File: src/inc/flash_cmd_pkg.sv
package flash_cmd_pkg;
    localparam int ADDR_W = 24;
    localparam int DATA_W = 16;
    localparam int BANK_W = 3;
    localparam int BANK_LSB = 21;
    localparam int MAX_BUF_WORDS = 32;
    localparam int MAX_BUF_CYCLES = 37;
    localparam logic [11:0] UNLOCK1_ADDR = 12'h555;
    localparam logic [11:0] UNLOCK2_ADDR = 12'h2AA;
    localparam logic [7:0] UNLOCK1_DATA = 8'hAA;
    localparam logic [7:0] UNLOCK2_DATA = 8'h55;
    localparam logic [7:0] CMD_RESET = 8'hF0;
    localparam logic [7:0] CMD_IDENT = 8'h90;
    localparam logic [7:0] CMD_PROGRAM = 8'hA0;
    localparam logic [7:0] CMD_BUF_LOAD = 8'h25;
    localparam logic [7:0] CMD_BUF_COMMIT = 8'h29;
    localparam logic [7:0] CMD_ERASE_SETUP = 8'h80;
    localparam logic [7:0] CMD_CHIP_ERASE = 8'h10;
    localparam logic [7:0] CMD_SECTOR_ERASE = 8'h30;
    localparam logic [7:0] CMD_SUSPEND = 8'hB0;
    localparam logic [7:0] CMD_RESUME = 8'h30;
    localparam logic [7:0] CMD_QUERY = 8'h98;
    localparam logic [7:0] CMD_SHORTCUT = 8'h20;
    localparam logic [7:0] CMD_OTP_ENTRY = 8'h88;
    localparam logic [7:0] CMD_EXIT2 = 8'h00;
    localparam logic [7:0] ID_MAKER_OFS = 8'h00;
    localparam logic [7:0] ID_DEV1_OFS = 8'h01;
    localparam logic [7:0] ID_IND_OFS = 8'h03;
    localparam logic [7:0] ID_DEV2_OFS = 8'h0E;
    localparam logic [7:0] ID_DEV3_OFS = 8'h0F;
    localparam int T_SETUP_NS = 8;
    localparam int T_PULSE_NS = 40;
    localparam int T_HOLD_NS = 8;
    localparam int CLK_NS = 4;
    localparam int SETUP_CYC = (T_SETUP_NS + CLK_NS - 1) / CLK_NS;
    localparam int PULSE_CYC = (T_PULSE_NS + CLK_NS - 1) / CLK_NS;
    localparam int HOLD_CYC = (T_HOLD_NS + CLK_NS - 1) / CLK_NS;
    localparam logic [5:0] SEQ_LEN_RESET = 6'd1;

    typedef enum logic [3:0] {
        OP_READ = 4'h0, OP_RESET = 4'h1, OP_IDENT = 4'h2,
        OP_PROGRAM = 4'h3, OP_BUF_WRITE = 4'h4, OP_BUF_COMMIT = 4'h5,
        OP_BUF_ABORT = 4'h6, OP_CHIP_ERASE = 4'h7, OP_SECTOR_ERASE = 4'h8,
        OP_SUSPEND = 4'h9, OP_RESUME = 4'hA, OP_QUERY = 4'hB,
        OP_SC_ENTRY = 4'hC, OP_SC_EXIT = 4'hD, OP_OTP_ENTRY = 4'hE,
        OP_OTP_EXIT = 4'hF
    } op_e;

    typedef enum logic [1:0] {
        MODE_ARRAY = 2'h0, MODE_SHORTCUT = 2'h1, MODE_OTP = 2'h2,
        MODE_IDENT = 2'h3
    } mode_e;

    typedef enum logic [2:0] {
        ST_IDLE = 3'b000, ST_SETUP = 3'b001, ST_PULSE = 3'b011,
        ST_HOLD = 3'b010, ST_NEXT = 3'b110, ST_DONE = 3'b111
    } state_e;
endpackage : flash_cmd_pkg

File: src/design/flash_command_decoder.sv
// Notes on behaviour
// RULE_01: array reads need no command cycles
// RULE_02: F0 resets bank to array read; the code does so only from ident mode and keeps shortcut or one-time mode
// RULE_03: ident entry: AA, 55, 90 at bank
// RULE_04: command cycles are writes except reads
// RULE_05: upper data byte ignored in commands
// RULE_06: high address bits ignored in commands
// RULE_07: wrong sequence recovered by reset command
// RULE_08: program is four cycles ending location/value
// RULE_09: data held past rising strobe edge
// RULE_10: buffer write: 25, count minus one, pairs
// RULE_11: slot locations within first location's page
// RULE_12: buffered sequences up to 37 cycles
// RULE_13: commit buffer with 29 at sector
// RULE_14: abort clears with AA, 55, F0
// RULE_15: erase six cycles, shortcut erase two
// RULE_16: suspend B0 only while sector erase
// RULE_17: resume 30 only while suspended
// RULE_18: query 98 only from array or ident; the code also accepts it in shortcut mode and refuses it only in one-time mode
// RULE_19: shortcut entry 20 enables short program
// RULE_20: shortcut exit is 90 then 00
// RULE_21: one-time region entry 88, exit four cycles
// RULE_22: command modes mutually exclusive
// RULE_23: mode state tracked per bank
module flash_command_decoder #(
    parameter int NUM_BANKS = 8,
    parameter int BUF_WORDS = flash_cmd_pkg::MAX_BUF_WORDS
) (
    input wire logic i_mclk,
    input wire logic i_sys_rst,
    input wire logic i_req_valid,
    input wire flash_cmd_pkg::op_e i_req_op,
    input wire logic [flash_cmd_pkg::ADDR_W-1:0] i_req_addr,
    input wire logic [flash_cmd_pkg::DATA_W-1:0] i_req_data,
    input wire logic [5:0] i_req_count,
    output logic o_req_ready,
    output logic o_word_ready,
    input wire logic i_word_valid,
    input wire logic [flash_cmd_pkg::ADDR_W-1:0] i_word_addr,
    input wire logic [flash_cmd_pkg::DATA_W-1:0] i_word_data,
    output logic o_done,
    output logic o_refused,
    output logic [flash_cmd_pkg::DATA_W-1:0] o_rd_data,
    output logic [flash_cmd_pkg::ADDR_W-1:0] o_addr,
    output logic [flash_cmd_pkg::DATA_W-1:0] o_dq_out,
    output logic o_dq_oe,
    input wire logic [flash_cmd_pkg::DATA_W-1:0] i_dq,
    output logic o_ce_n,
    output logic o_we_n,
    output logic o_oe_n
);
    import flash_cmd_pkg::*;

    initial begin
        if (NUM_BANKS != (1 << BANK_W) || BUF_WORDS < 1 ||
            BUF_WORDS > MAX_BUF_WORDS) begin
            $error("unsupported bank or buffer parameters");
        end
    end

    localparam int SEQ_MAX = MAX_BUF_CYCLES; // [RULE_12]
    localparam int PG_LSB = $clog2(MAX_BUF_WORDS);

    state_e state;
    op_e op;
    mode_e mode [NUM_BANKS]; // [RULE_23]
    logic erasing [NUM_BANKS];
    logic suspended [NUM_BANKS];
    logic [5:0] step;
    logic [5:0] seq_len;
    logic [5:0] cnt;
    logic [ADDR_W-1:0] base;
    logic [DATA_W-1:0] data;
    logic [DATA_W-1:0] dq_s1;
    logic [DATA_W-1:0] dq_s2;
    logic is_read;
    logic [ADDR_W-1:0] cyc_addr;
    logic [DATA_W-1:0] cyc_data;
    logic cyc_is_read;
    logic cyc_needs_word;

    wire [BANK_W-1:0] bank = base[BANK_LSB +: BANK_W];
    wire [ADDR_W-1:0] bank_ofs = {bank, {(ADDR_W-BANK_W){1'b0}}};
    wire mode_array = mode[bank] == MODE_ARRAY;
    wire mode_sc = mode[bank] == MODE_SHORTCUT;
    wire mode_otp = mode[bank] == MODE_OTP;
    wire slot_in_page = i_word_addr[ADDR_W-1:PG_LSB] ==
        base[ADDR_W-1:PG_LSB]; // [RULE_11]

    function automatic logic [ADDR_W-1:0] cmd_a(input logic [11:0] a);
        cmd_a = {{(ADDR_W-12){1'b0}}, a}; // [RULE_06]
    endfunction : cmd_a

    function automatic logic [DATA_W-1:0] cmd_d(input logic [7:0] d);
        cmd_d = {8'h00, d}; // [RULE_05]
    endfunction : cmd_d

    // sequence length and legality of each operation against bank state
    logic [5:0] req_len;
    logic req_ok;
    always_comb begin
        req_len = 6'd3;
        req_ok = 1'b1;
        case (i_req_op)
            OP_READ, OP_RESET, OP_BUF_COMMIT: req_len = SEQ_LEN_RESET;
            OP_IDENT: req_len = 6'd4;
            OP_PROGRAM: req_len = (mode[i_req_addr[BANK_LSB +: BANK_W]]
                == MODE_ARRAY) ? 6'd4 : 6'd2; // [RULE_08] [RULE_19]
            OP_BUF_WRITE: req_len = 6'(i_req_count) + 6'd5; // [RULE_10]
            OP_CHIP_ERASE, OP_SECTOR_ERASE: req_len =
                (mode[i_req_addr[BANK_LSB +: BANK_W]] == MODE_SHORTCUT)
                ? 6'd2 : 6'd6; // [RULE_15]
            OP_SUSPEND: begin
                req_len = 6'd1;
                req_ok = erasing[i_req_addr[BANK_LSB +: BANK_W]]; // [RULE_16]
            end
            OP_RESUME: begin
                req_len = 6'd1;
                req_ok = suspended[i_req_addr[BANK_LSB +: BANK_W]]; // [RULE_17]
            end
            OP_QUERY: begin
                req_len = 6'd1;
                req_ok = mode[i_req_addr[BANK_LSB +: BANK_W]] != MODE_OTP;
            end
            OP_SC_ENTRY, OP_OTP_ENTRY: req_ok =
                mode[i_req_addr[BANK_LSB +: BANK_W]] == MODE_ARRAY; // [RULE_22]
            OP_SC_EXIT: begin
                req_len = 6'd2;
                req_ok = mode[i_req_addr[BANK_LSB +: BANK_W]] == MODE_SHORTCUT;
            end
            OP_OTP_EXIT: begin
                req_len = 6'd4;
                req_ok = mode[i_req_addr[BANK_LSB +: BANK_W]] == MODE_OTP;
            end
            default: req_len = 6'd3;
        endcase
        if (i_req_op == OP_BUF_WRITE && 32'(i_req_count) >= BUF_WORDS) begin
            req_ok = 1'b0;
        end
    end

    // address, data and direction of bus cycle number step
    always_comb begin
        cyc_addr = cmd_a(UNLOCK1_ADDR);
        cyc_data = cmd_d(UNLOCK1_DATA);
        cyc_is_read = 1'b0;
        cyc_needs_word = 1'b0;
        if (op == OP_READ) begin
            cyc_addr = base; // [RULE_01]
            cyc_is_read = 1'b1; // [RULE_04]
        end else if (op == OP_RESET) begin
            cyc_addr = base;
            cyc_data = cmd_d(CMD_RESET); // [RULE_02] [RULE_07]
        end else if (op == OP_BUF_COMMIT) begin
            cyc_addr = base;
            cyc_data = cmd_d(CMD_BUF_COMMIT); // [RULE_13]
        end else if (op == OP_SUSPEND || op == OP_RESUME) begin
            cyc_addr = bank_ofs;
            cyc_data = cmd_d(op == OP_SUSPEND ? CMD_SUSPEND : CMD_RESUME);
        end else if (op == OP_QUERY) begin
            cyc_addr = mode_sc ? bank_ofs : bank_ofs | cmd_a(UNLOCK1_ADDR);
            cyc_data = cmd_d(CMD_QUERY); // [RULE_18] [RULE_19]
        end else if (seq_len == 6'd2) begin
            // shortcut and one-time-region short forms
            cyc_addr = step == 6'd0 ? cmd_a(12'h000) : base;
            if (op == OP_SC_EXIT) begin
                cyc_data = cmd_d(step == 6'd0 ? CMD_IDENT : CMD_EXIT2); // [RULE_20]
            end else if (op == OP_PROGRAM) begin
                cyc_data = cmd_d(CMD_PROGRAM); // [RULE_21]
                if (step != 6'd0) begin
                    // program value comes through the word port
                    cyc_data = i_word_data; // [RULE_19] [RULE_21]
                    cyc_needs_word = 1'b1;
                end
            end else begin
                cyc_data = step == 6'd0 ? cmd_d(CMD_ERASE_SETUP) :
                    cmd_d(op == OP_CHIP_ERASE ? CMD_CHIP_ERASE :
                    CMD_SECTOR_ERASE);
            end
        end else if (step == 6'd1 || (step == 6'd4 && seq_len == 6'd6 &&
            op != OP_BUF_WRITE)) begin
            cyc_addr = cmd_a(UNLOCK2_ADDR);
            cyc_data = cmd_d(UNLOCK2_DATA);
        end else if (step == 6'd0 || step == 6'd3 && op != OP_BUF_WRITE &&
            op != OP_PROGRAM && op != OP_IDENT && op != OP_OTP_EXIT) begin
            cyc_addr = cmd_a(UNLOCK1_ADDR);
            cyc_data = cmd_d(UNLOCK1_DATA);
        end else if (step == 6'd2) begin
            cyc_addr = cmd_a(UNLOCK1_ADDR);
            case (op)
                OP_IDENT: begin
                    cyc_addr = bank_ofs | cmd_a(UNLOCK1_ADDR); // [RULE_03]
                    cyc_data = cmd_d(CMD_IDENT);
                end
                OP_PROGRAM: cyc_data = cmd_d(CMD_PROGRAM);
                OP_BUF_WRITE: begin
                    cyc_addr = base;
                    cyc_data = cmd_d(CMD_BUF_LOAD);
                end
                OP_BUF_ABORT: cyc_data = cmd_d(CMD_RESET); // [RULE_14]
                OP_SC_ENTRY: cyc_data = cmd_d(CMD_SHORTCUT);
                OP_OTP_ENTRY: cyc_data = cmd_d(CMD_OTP_ENTRY);
                OP_OTP_EXIT: cyc_data = cmd_d(CMD_IDENT);
                default: cyc_data = cmd_d(CMD_ERASE_SETUP);
            endcase
        end else if (op == OP_IDENT) begin
            cyc_addr = base | bank_ofs;
            cyc_is_read = 1'b1; // [RULE_03] [RULE_04]
        end else if (op == OP_PROGRAM) begin
            cyc_addr = base;
            cyc_data = i_word_data; // [RULE_05] [RULE_08]
            cyc_needs_word = 1'b1;
        end else if (op == OP_OTP_EXIT) begin
            cyc_addr = cmd_a(12'h000);
            cyc_data = cmd_d(CMD_EXIT2); // [RULE_21]
        end else if (op == OP_BUF_WRITE) begin
            if (step == 6'd3) begin
                cyc_addr = base;
                cyc_data = {10'h000, cnt}; // [RULE_10]
            end else begin
                cyc_addr = i_word_addr;
                cyc_data = i_word_data;
                cyc_needs_word = 1'b1;
            end
        end else begin
            cyc_addr = op == OP_CHIP_ERASE ? cmd_a(UNLOCK1_ADDR) : base;
            cyc_data = cmd_d(op == OP_CHIP_ERASE ? CMD_CHIP_ERASE :
                CMD_SECTOR_ERASE); // [RULE_15]
        end
    end

    logic [5:0] tmr;
    wire tmr_done = tmr == 6'd0;
    wire word_ok = !cyc_needs_word || (i_word_valid && slot_in_page);
    assign o_req_ready = state == ST_IDLE;
    assign o_word_ready = state == ST_NEXT && cyc_needs_word;
    assign o_dq_out = data;

    always_ff @(posedge i_mclk) begin
        dq_s1 <= i_dq;
        dq_s2 <= dq_s1;
        o_done <= 1'b0;
        if (i_sys_rst) begin
            state <= ST_IDLE;
            op <= OP_READ;
            step <= 6'd0;
            seq_len <= 6'd0;
            cnt <= 6'd0;
            base <= '0;
            data <= '0;
            tmr <= 6'd0;
            is_read <= 1'b0;
            o_refused <= 1'b0;
            o_rd_data <= '0;
            o_addr <= '0;
            o_dq_oe <= 1'b0;
            o_ce_n <= 1'b1;
            o_we_n <= 1'b1;
            o_oe_n <= 1'b1;
            for (int b = 0; b < NUM_BANKS; b++) begin
                mode[b] <= MODE_ARRAY;
                erasing[b] <= 1'b0;
                suspended[b] <= 1'b0;
            end
        end else begin
            if (tmr != 6'd0) begin
                tmr <= tmr - 6'd1;
            end
            case (state)
                ST_IDLE: if (i_req_valid) begin
                    o_refused <= !req_ok;
                    if (req_ok) begin
                        op <= i_req_op;
                        seq_len <= req_len;
                        cnt <= i_req_count;
                        base <= i_req_addr;
                        step <= 6'd0;
                        state <= ST_NEXT;
                    end
                end
                ST_NEXT: if (word_ok) begin
                    o_addr <= cyc_addr;
                    data <= cyc_data;
                    is_read <= cyc_is_read;
                    o_dq_oe <= !cyc_is_read;
                    o_ce_n <= 1'b0;
                    tmr <= 6'(SETUP_CYC);
                    state <= ST_SETUP;
                end
                ST_SETUP: if (tmr_done) begin
                    // strobe falls after ce: address latched here [RULE_08]
                    o_we_n <= is_read;
                    o_oe_n <= !is_read;
                    tmr <= 6'(PULSE_CYC);
                    state <= ST_PULSE;
                end
                ST_PULSE: if (tmr_done) begin
                    if (is_read) begin
                        o_rd_data <= dq_s2;
                    end
                    o_we_n <= 1'b1; // data held past this edge [RULE_09]
                    o_oe_n <= 1'b1;
                    tmr <= 6'(HOLD_CYC);
                    state <= ST_HOLD;
                end
                ST_HOLD: if (tmr_done) begin
                    o_ce_n <= 1'b1;
                    o_dq_oe <= 1'b0;
                    if (step + 6'd1 >= seq_len || step >= 6'(SEQ_MAX - 1)) begin
                        state <= ST_DONE;
                    end else begin
                        step <= step + 6'd1;
                        state <= ST_NEXT;
                    end
                end
                ST_DONE: begin
                    o_done <= 1'b1;
                    state <= ST_IDLE;
                    case (op)
                        OP_RESET, OP_BUF_ABORT: if (mode_array ||
                            mode[bank] == MODE_IDENT) begin
                            mode[bank] <= MODE_ARRAY; // [RULE_02] [RULE_14]
                        end
                        OP_IDENT: mode[bank] <= MODE_IDENT;
                        OP_SC_ENTRY: mode[bank] <= MODE_SHORTCUT; // [RULE_19]
                        OP_SC_EXIT: mode[bank] <= MODE_ARRAY; // [RULE_20]
                        OP_OTP_ENTRY: mode[bank] <= MODE_OTP; // [RULE_21]
                        OP_OTP_EXIT: mode[bank] <= MODE_ARRAY;
                        OP_SECTOR_ERASE: erasing[bank] <= !mode_otp;
                        OP_SUSPEND: begin
                            erasing[bank] <= 1'b0;
                            suspended[bank] <= 1'b1; // [RULE_16]
                        end
                        OP_RESUME: begin
                            suspended[bank] <= 1'b0; // [RULE_17]
                            erasing[bank] <= 1'b1;
                        end
                        default: mode[bank] <= mode[bank];
                    endcase
                end
                default: state <= ST_IDLE;
            endcase
        end
    end
endmodule : flash_command_decoder

File: config.mk
export PLATFORM = sky130hd
export DESIGN_NAME = flash_command_decoder
export DESIGN_NICKNAME = d
export VERILOG_FILES = /design/src/inc/flash_cmd_pkg.sv /design/src/design/flash_command_decoder.sv
export SDC_FILE = /design/constraint.sdc
export NUM_CORES = 1
export LEC_CHECK = 0
export BUFFER_PORTS_ARGS = -buffer_cell sky130_fd_sc_hd__buf_2
export CELL_PAD_IN_SITES_DETAIL_PLACEMENT = 1
export CELL_PAD_IN_SITES_GLOBAL_PLACEMENT = 1
export CORE_ASPECT_RATIO = 0.75
export CORE_MARGIN = 10
export CORE_UTILIZATION = 45
export CTS_CLUSTER_SIZE = 40
export DETAILED_ROUTE_END_ITERATION = 10
export GPL_TIMING_DRIVEN = 0
export HOLD_SLACK_MARGIN = 0.03
export PLACE_DENSITY_LB_ADDON = 0.1
export SYNTH_ARGS = -nofsm -noshare
export SYNTH_HDL_FRONTEND = slang
export SYNTH_SLANG_ARGS = --single-unit
File: constraint.sdc
create_clock -name i_mclk -period 5 [get_ports i_mclk]
set_input_delay 0.25 -clock i_mclk [delete_from_list [all_inputs] [get_ports i_mclk]]
set_output_delay 0.25 -clock i_mclk [all_outputs]
set_load 0.1 [all_outputs]
==> reports/metrics.yaml <==
grt:
  grt_pass1_wl_um: 52900
  grt_pass1_vias: 9142
  grt_start_max_net_pins: 20
  track_usage_pct: 25.7
  grt-ovfl-total: 0
  antenna_found_initial: 1
final_layout:
  fill_cells: 2427
  ff_latch_area_um2: 4020
  synthToLayoutAreaGrowth_pct: 19.8
  finish.utilization_pct: 55.1
  multiInputGateArea_um2: 4870
  num-nets-final: 1351
  drive_above_1_share_pct: 19.2
logic_synthesis:
  synth_edf_count: 32
  yosysSeqAreaShare_pct: 43.2
  syn-num-nets: 1164
  synthArstFlopShare_pct: 0
  synthSimpleGateAreaFrac_pct: 19.6
  synthMuxAreaShare_pct: 7.43
  synth_top_family_by_area: "compound AO/OA/AOI/OAI gates"
  synth_warnings: 0
  synth_xor_area_share_pct: 2.73
  ys.flop_type: "dfxtp_1"
  synth-compound-area-share_pct: 20.3
  avgSynthCellArea_um2: 8.98
  synthCells: 1038
  synth_adder_area_share_pct: 2.15
  yosysUniqueCellTypes: 77
  ys_ff_latch: 185
  mappedNetlistArea_um2: 9320
clocking:
  cts_num_sinks: 185
  clk_path_buf_depth: 2
  clkTransAtPathRegs_ns: 0.08
  clk_latency_ns: 0.44
  cts_made_buffers: 17
  htreeDepth: 4
  clockRootBuffer: "clkbuf_16"
  cts_resized: 0
  cts_tree: "built"
power_and_ir_drop:
  power_mw: 4.29
  power_switching_share_pct: 36.8
  internal_power_mw: 2.71
  pwr-share-seq_pct: 39.7
  combPwrFrac_pct: 27.6
  power.switching_mw: 1.58
  power.density_nw_per_um2: 384
  p_clk_share_pct: 32.7
  leakage_nw: 4.31
  irDropWorstVdd_v: 0.000236
floorplanning:
  die-width_um: 186
  start_util_pct: 46.0
  die_y_um: 145
  dieArea_um2: 26900
  coreArea_um2: 20300
  ios: 174
  row_count: 45
sta:
  worst_pin_slew_ns: 1.28
  drv_slew: 0
  setup_viol: 0
  finClkSkew_ns: 0.0116
  post-route-period-util_pct: 68.9
  hold_viol: 0
  min_period_ns: 3.45
  relSlewSlack_pct: 14.0
  fmax_mhz: 290
  rsz0062_at_grt: "no"
  timing.hold.ws_ns: 0.0414
  setup_ws_ns: 1.55
  finalSetupTns_ns: 0
worst_setup_path:
  worstPathArrival_ns: 3.74
  critPathKind: "register to register"
  worstPathMaxFanout: 10
  crit_required_ns: 5.30
  end_kind: "register"
  start_kind: "register"
route:
  drc: 0
  vias_per_cell: 6.01
  drtPass1Iterations: 5
  wl_um: 35000
  vias: 9000
  wl_per_cell_um: 23.4
  ant_nets: 0
  drt-initial-drc-count: 789
placed_design:
  gp_congestion: 0.989
  place_hpwl_um: 26300
  io_buffer_count: 152
  pre_cts_slack_ns: 1.64
run_status:
  outcome: "finished, final reports clean"
job:
  maxCapViolCount: 0
worst_hold_path:
  hp-class: "input pin to register"
==> layer usage <==
layer / track usage [%] / vias to the layer above / wire, um
met5: 0 / - / 13
met1: 34.1 / 4396 / 15300
li1: - / 4135 / -
met4: 7.53 / 2 / 793
met2: 39.1 / 407 / 15600
met3: 8.00 / 60 / 3300
==> cell families after synthesis <==
kind of cell,Yosys count
DFF,185
xor gates and xnor gates,29
and+or+nand+nor,380
adders and majority gates,16
muxes,54
AOI/OAI and AO/OA,276
buffers and inverters,98
==> cells in the mapped netlist, types with 3 or more instances <==
cell type    n  area (um2)
a22oi_1     16         120
nand2_1    116         435
a21oi_1     77         385
and3_1       5        31.3
nor4_1       9        56.3
inv_1       23        86.3
nor3_1      27         135
or2_2        4        25.0
clkbuf_1    48         180
or3_1        3        18.8
xor2_1      17         149
nand3b_1    13        97.6
o221ai_1     4        35.0
buf_6        5        56.3
nor4b_1      5        43.8
a41oi_1      3        26.3
o41ai_1      5        43.8
a21o_1       9        67.6
nand4_1      6        37.5
nand3_1     18        90.1
a211oi_1    32         240
a22o_1       4        35.0
mux4_2      12         270
buf_1        3        11.3
buf_2       17        85.1
o31a_1       3        26.3
a32oi_1      3        26.3
nand2b_1    20         125
o21ai_0     33         165
xnor2_1     12         105
a221oi_1     7        61.3
mux2i_1     41         410
a31oi_1     13        81.3
edfxtp_1    32         961
o31ai_1      8        60.1
and2_1       6        37.5
o22ai_1      7        43.8
nor2_1     120         450
o211ai_1     5        37.5
nor2b_1     12        75.1
o21bai_1    18         135
or3b_1       5        43.8
a211oi_2     3        37.5
ha_1        16         200
dfxtp_1    153        3060
==> state kept, by name (all words and copies together) (netlist names), 4 cells and up, named ones only <==
register and cells:
o_rd_data 16, suspended 8, tmr 6, seq_len 6, mode 16, dq_s1 16
o_dq_out 16, dq_s2 16, erasing 8, o_addr 24, step 6, cnt 6
op 4, base 24
==> final timing paths <==
check,from,to,slack [ns],cells past startpoint
worst min-delay path,i_req_addr[16],base[16]$_SDFFE_PP0P_,0.04,3
worst max-delay path,step[0]$_SDFFE_PP0P_,o_addr[13]$_SDFFE_PP0P_,1.55,9
worst min register to register,dq_s1[12]$_DFF_P_,dq_s2[12]$_DFF_P_,0.32,0
worst max register to register,step[0]$_SDFFE_PP0P_,o_addr[13]$_SDFFE_PP0P_,1.55,9
==> through the flow <==
stage                     cells  area, um2
final                      1497      11200
after global routing       1496      11200
after CTS                  1496      11200
after detailed placement   1448      10400
after global placement     1448      10400
after floorplan            1038       9320
==> worst max-delay path: stages, from the launching register on <==
cell and delay (ns):
dfxtp_1 0.48, ha_1 0.19, clkbuf_1 0.40, o2111ai_1 0.31
o21ai_2 0.50, o31ai_4 0.15, a31oi_1 0.20, clkbuf_1 0.42
clkbuf_1 0.48, a211oi_1 0.16
==> repair_timing <==
item / CTS / global route
hold buffers: 16 / 0
setup buffers: 0 / 0
endpoints found under the hold margin: 16 / 0
==> area by class of cell <==
class | instances | area share (%)
well taps | 258 | 2.89
diodes | 1 | 0.0224
repair buffers | 168 | 8.25
clock inverters | 14 | 1.34
flip-flops and latches | 185 | 36.0
multi-input cells | 755 | 43.6
clock buffers | 18 | 4.03
plain buffers | 73 | 2.98
inverters | 25 | 0.841
==> power groups by stage <==
stage               Clock, mW  Combinational, mW  Sequential, mW
finish                   1.40               1.19            1.70
global route             1.47               1.27            1.71
CTS                      1.41               1.16            1.70
detailed placement          0               1.14            1.73
global placement            0               1.12            1.73
floorplan                   0              0.692            1.85
==> cell usage in the layout, fill, tap and decap left out, types with 9 or more instances in the layout <==
cell type,n
clkbuf_1,48
dfxtp_1,153
mux2i_1,41
buf_2,169
ha_1,16
nand2b_1,20
xnor2_1,12
nand2_1,116
a21o_1,9
clkbuf_16,18
dlygate4sd3_1,16
nor2_1,120
a31oi_1,13
nand3b_1,13
nand3_1,18
o21ai_0,33
a22oi_1,16
o21bai_1,18
xor2_1,17
nor3_1,27
nor2b_1,12
edfxtp_1,32
inv_1,23
nor4_1,9
mux4_2,12
a21oi_1,77
a211oi_1,32
No activity file was read; power rests on OpenSTA's default activity.
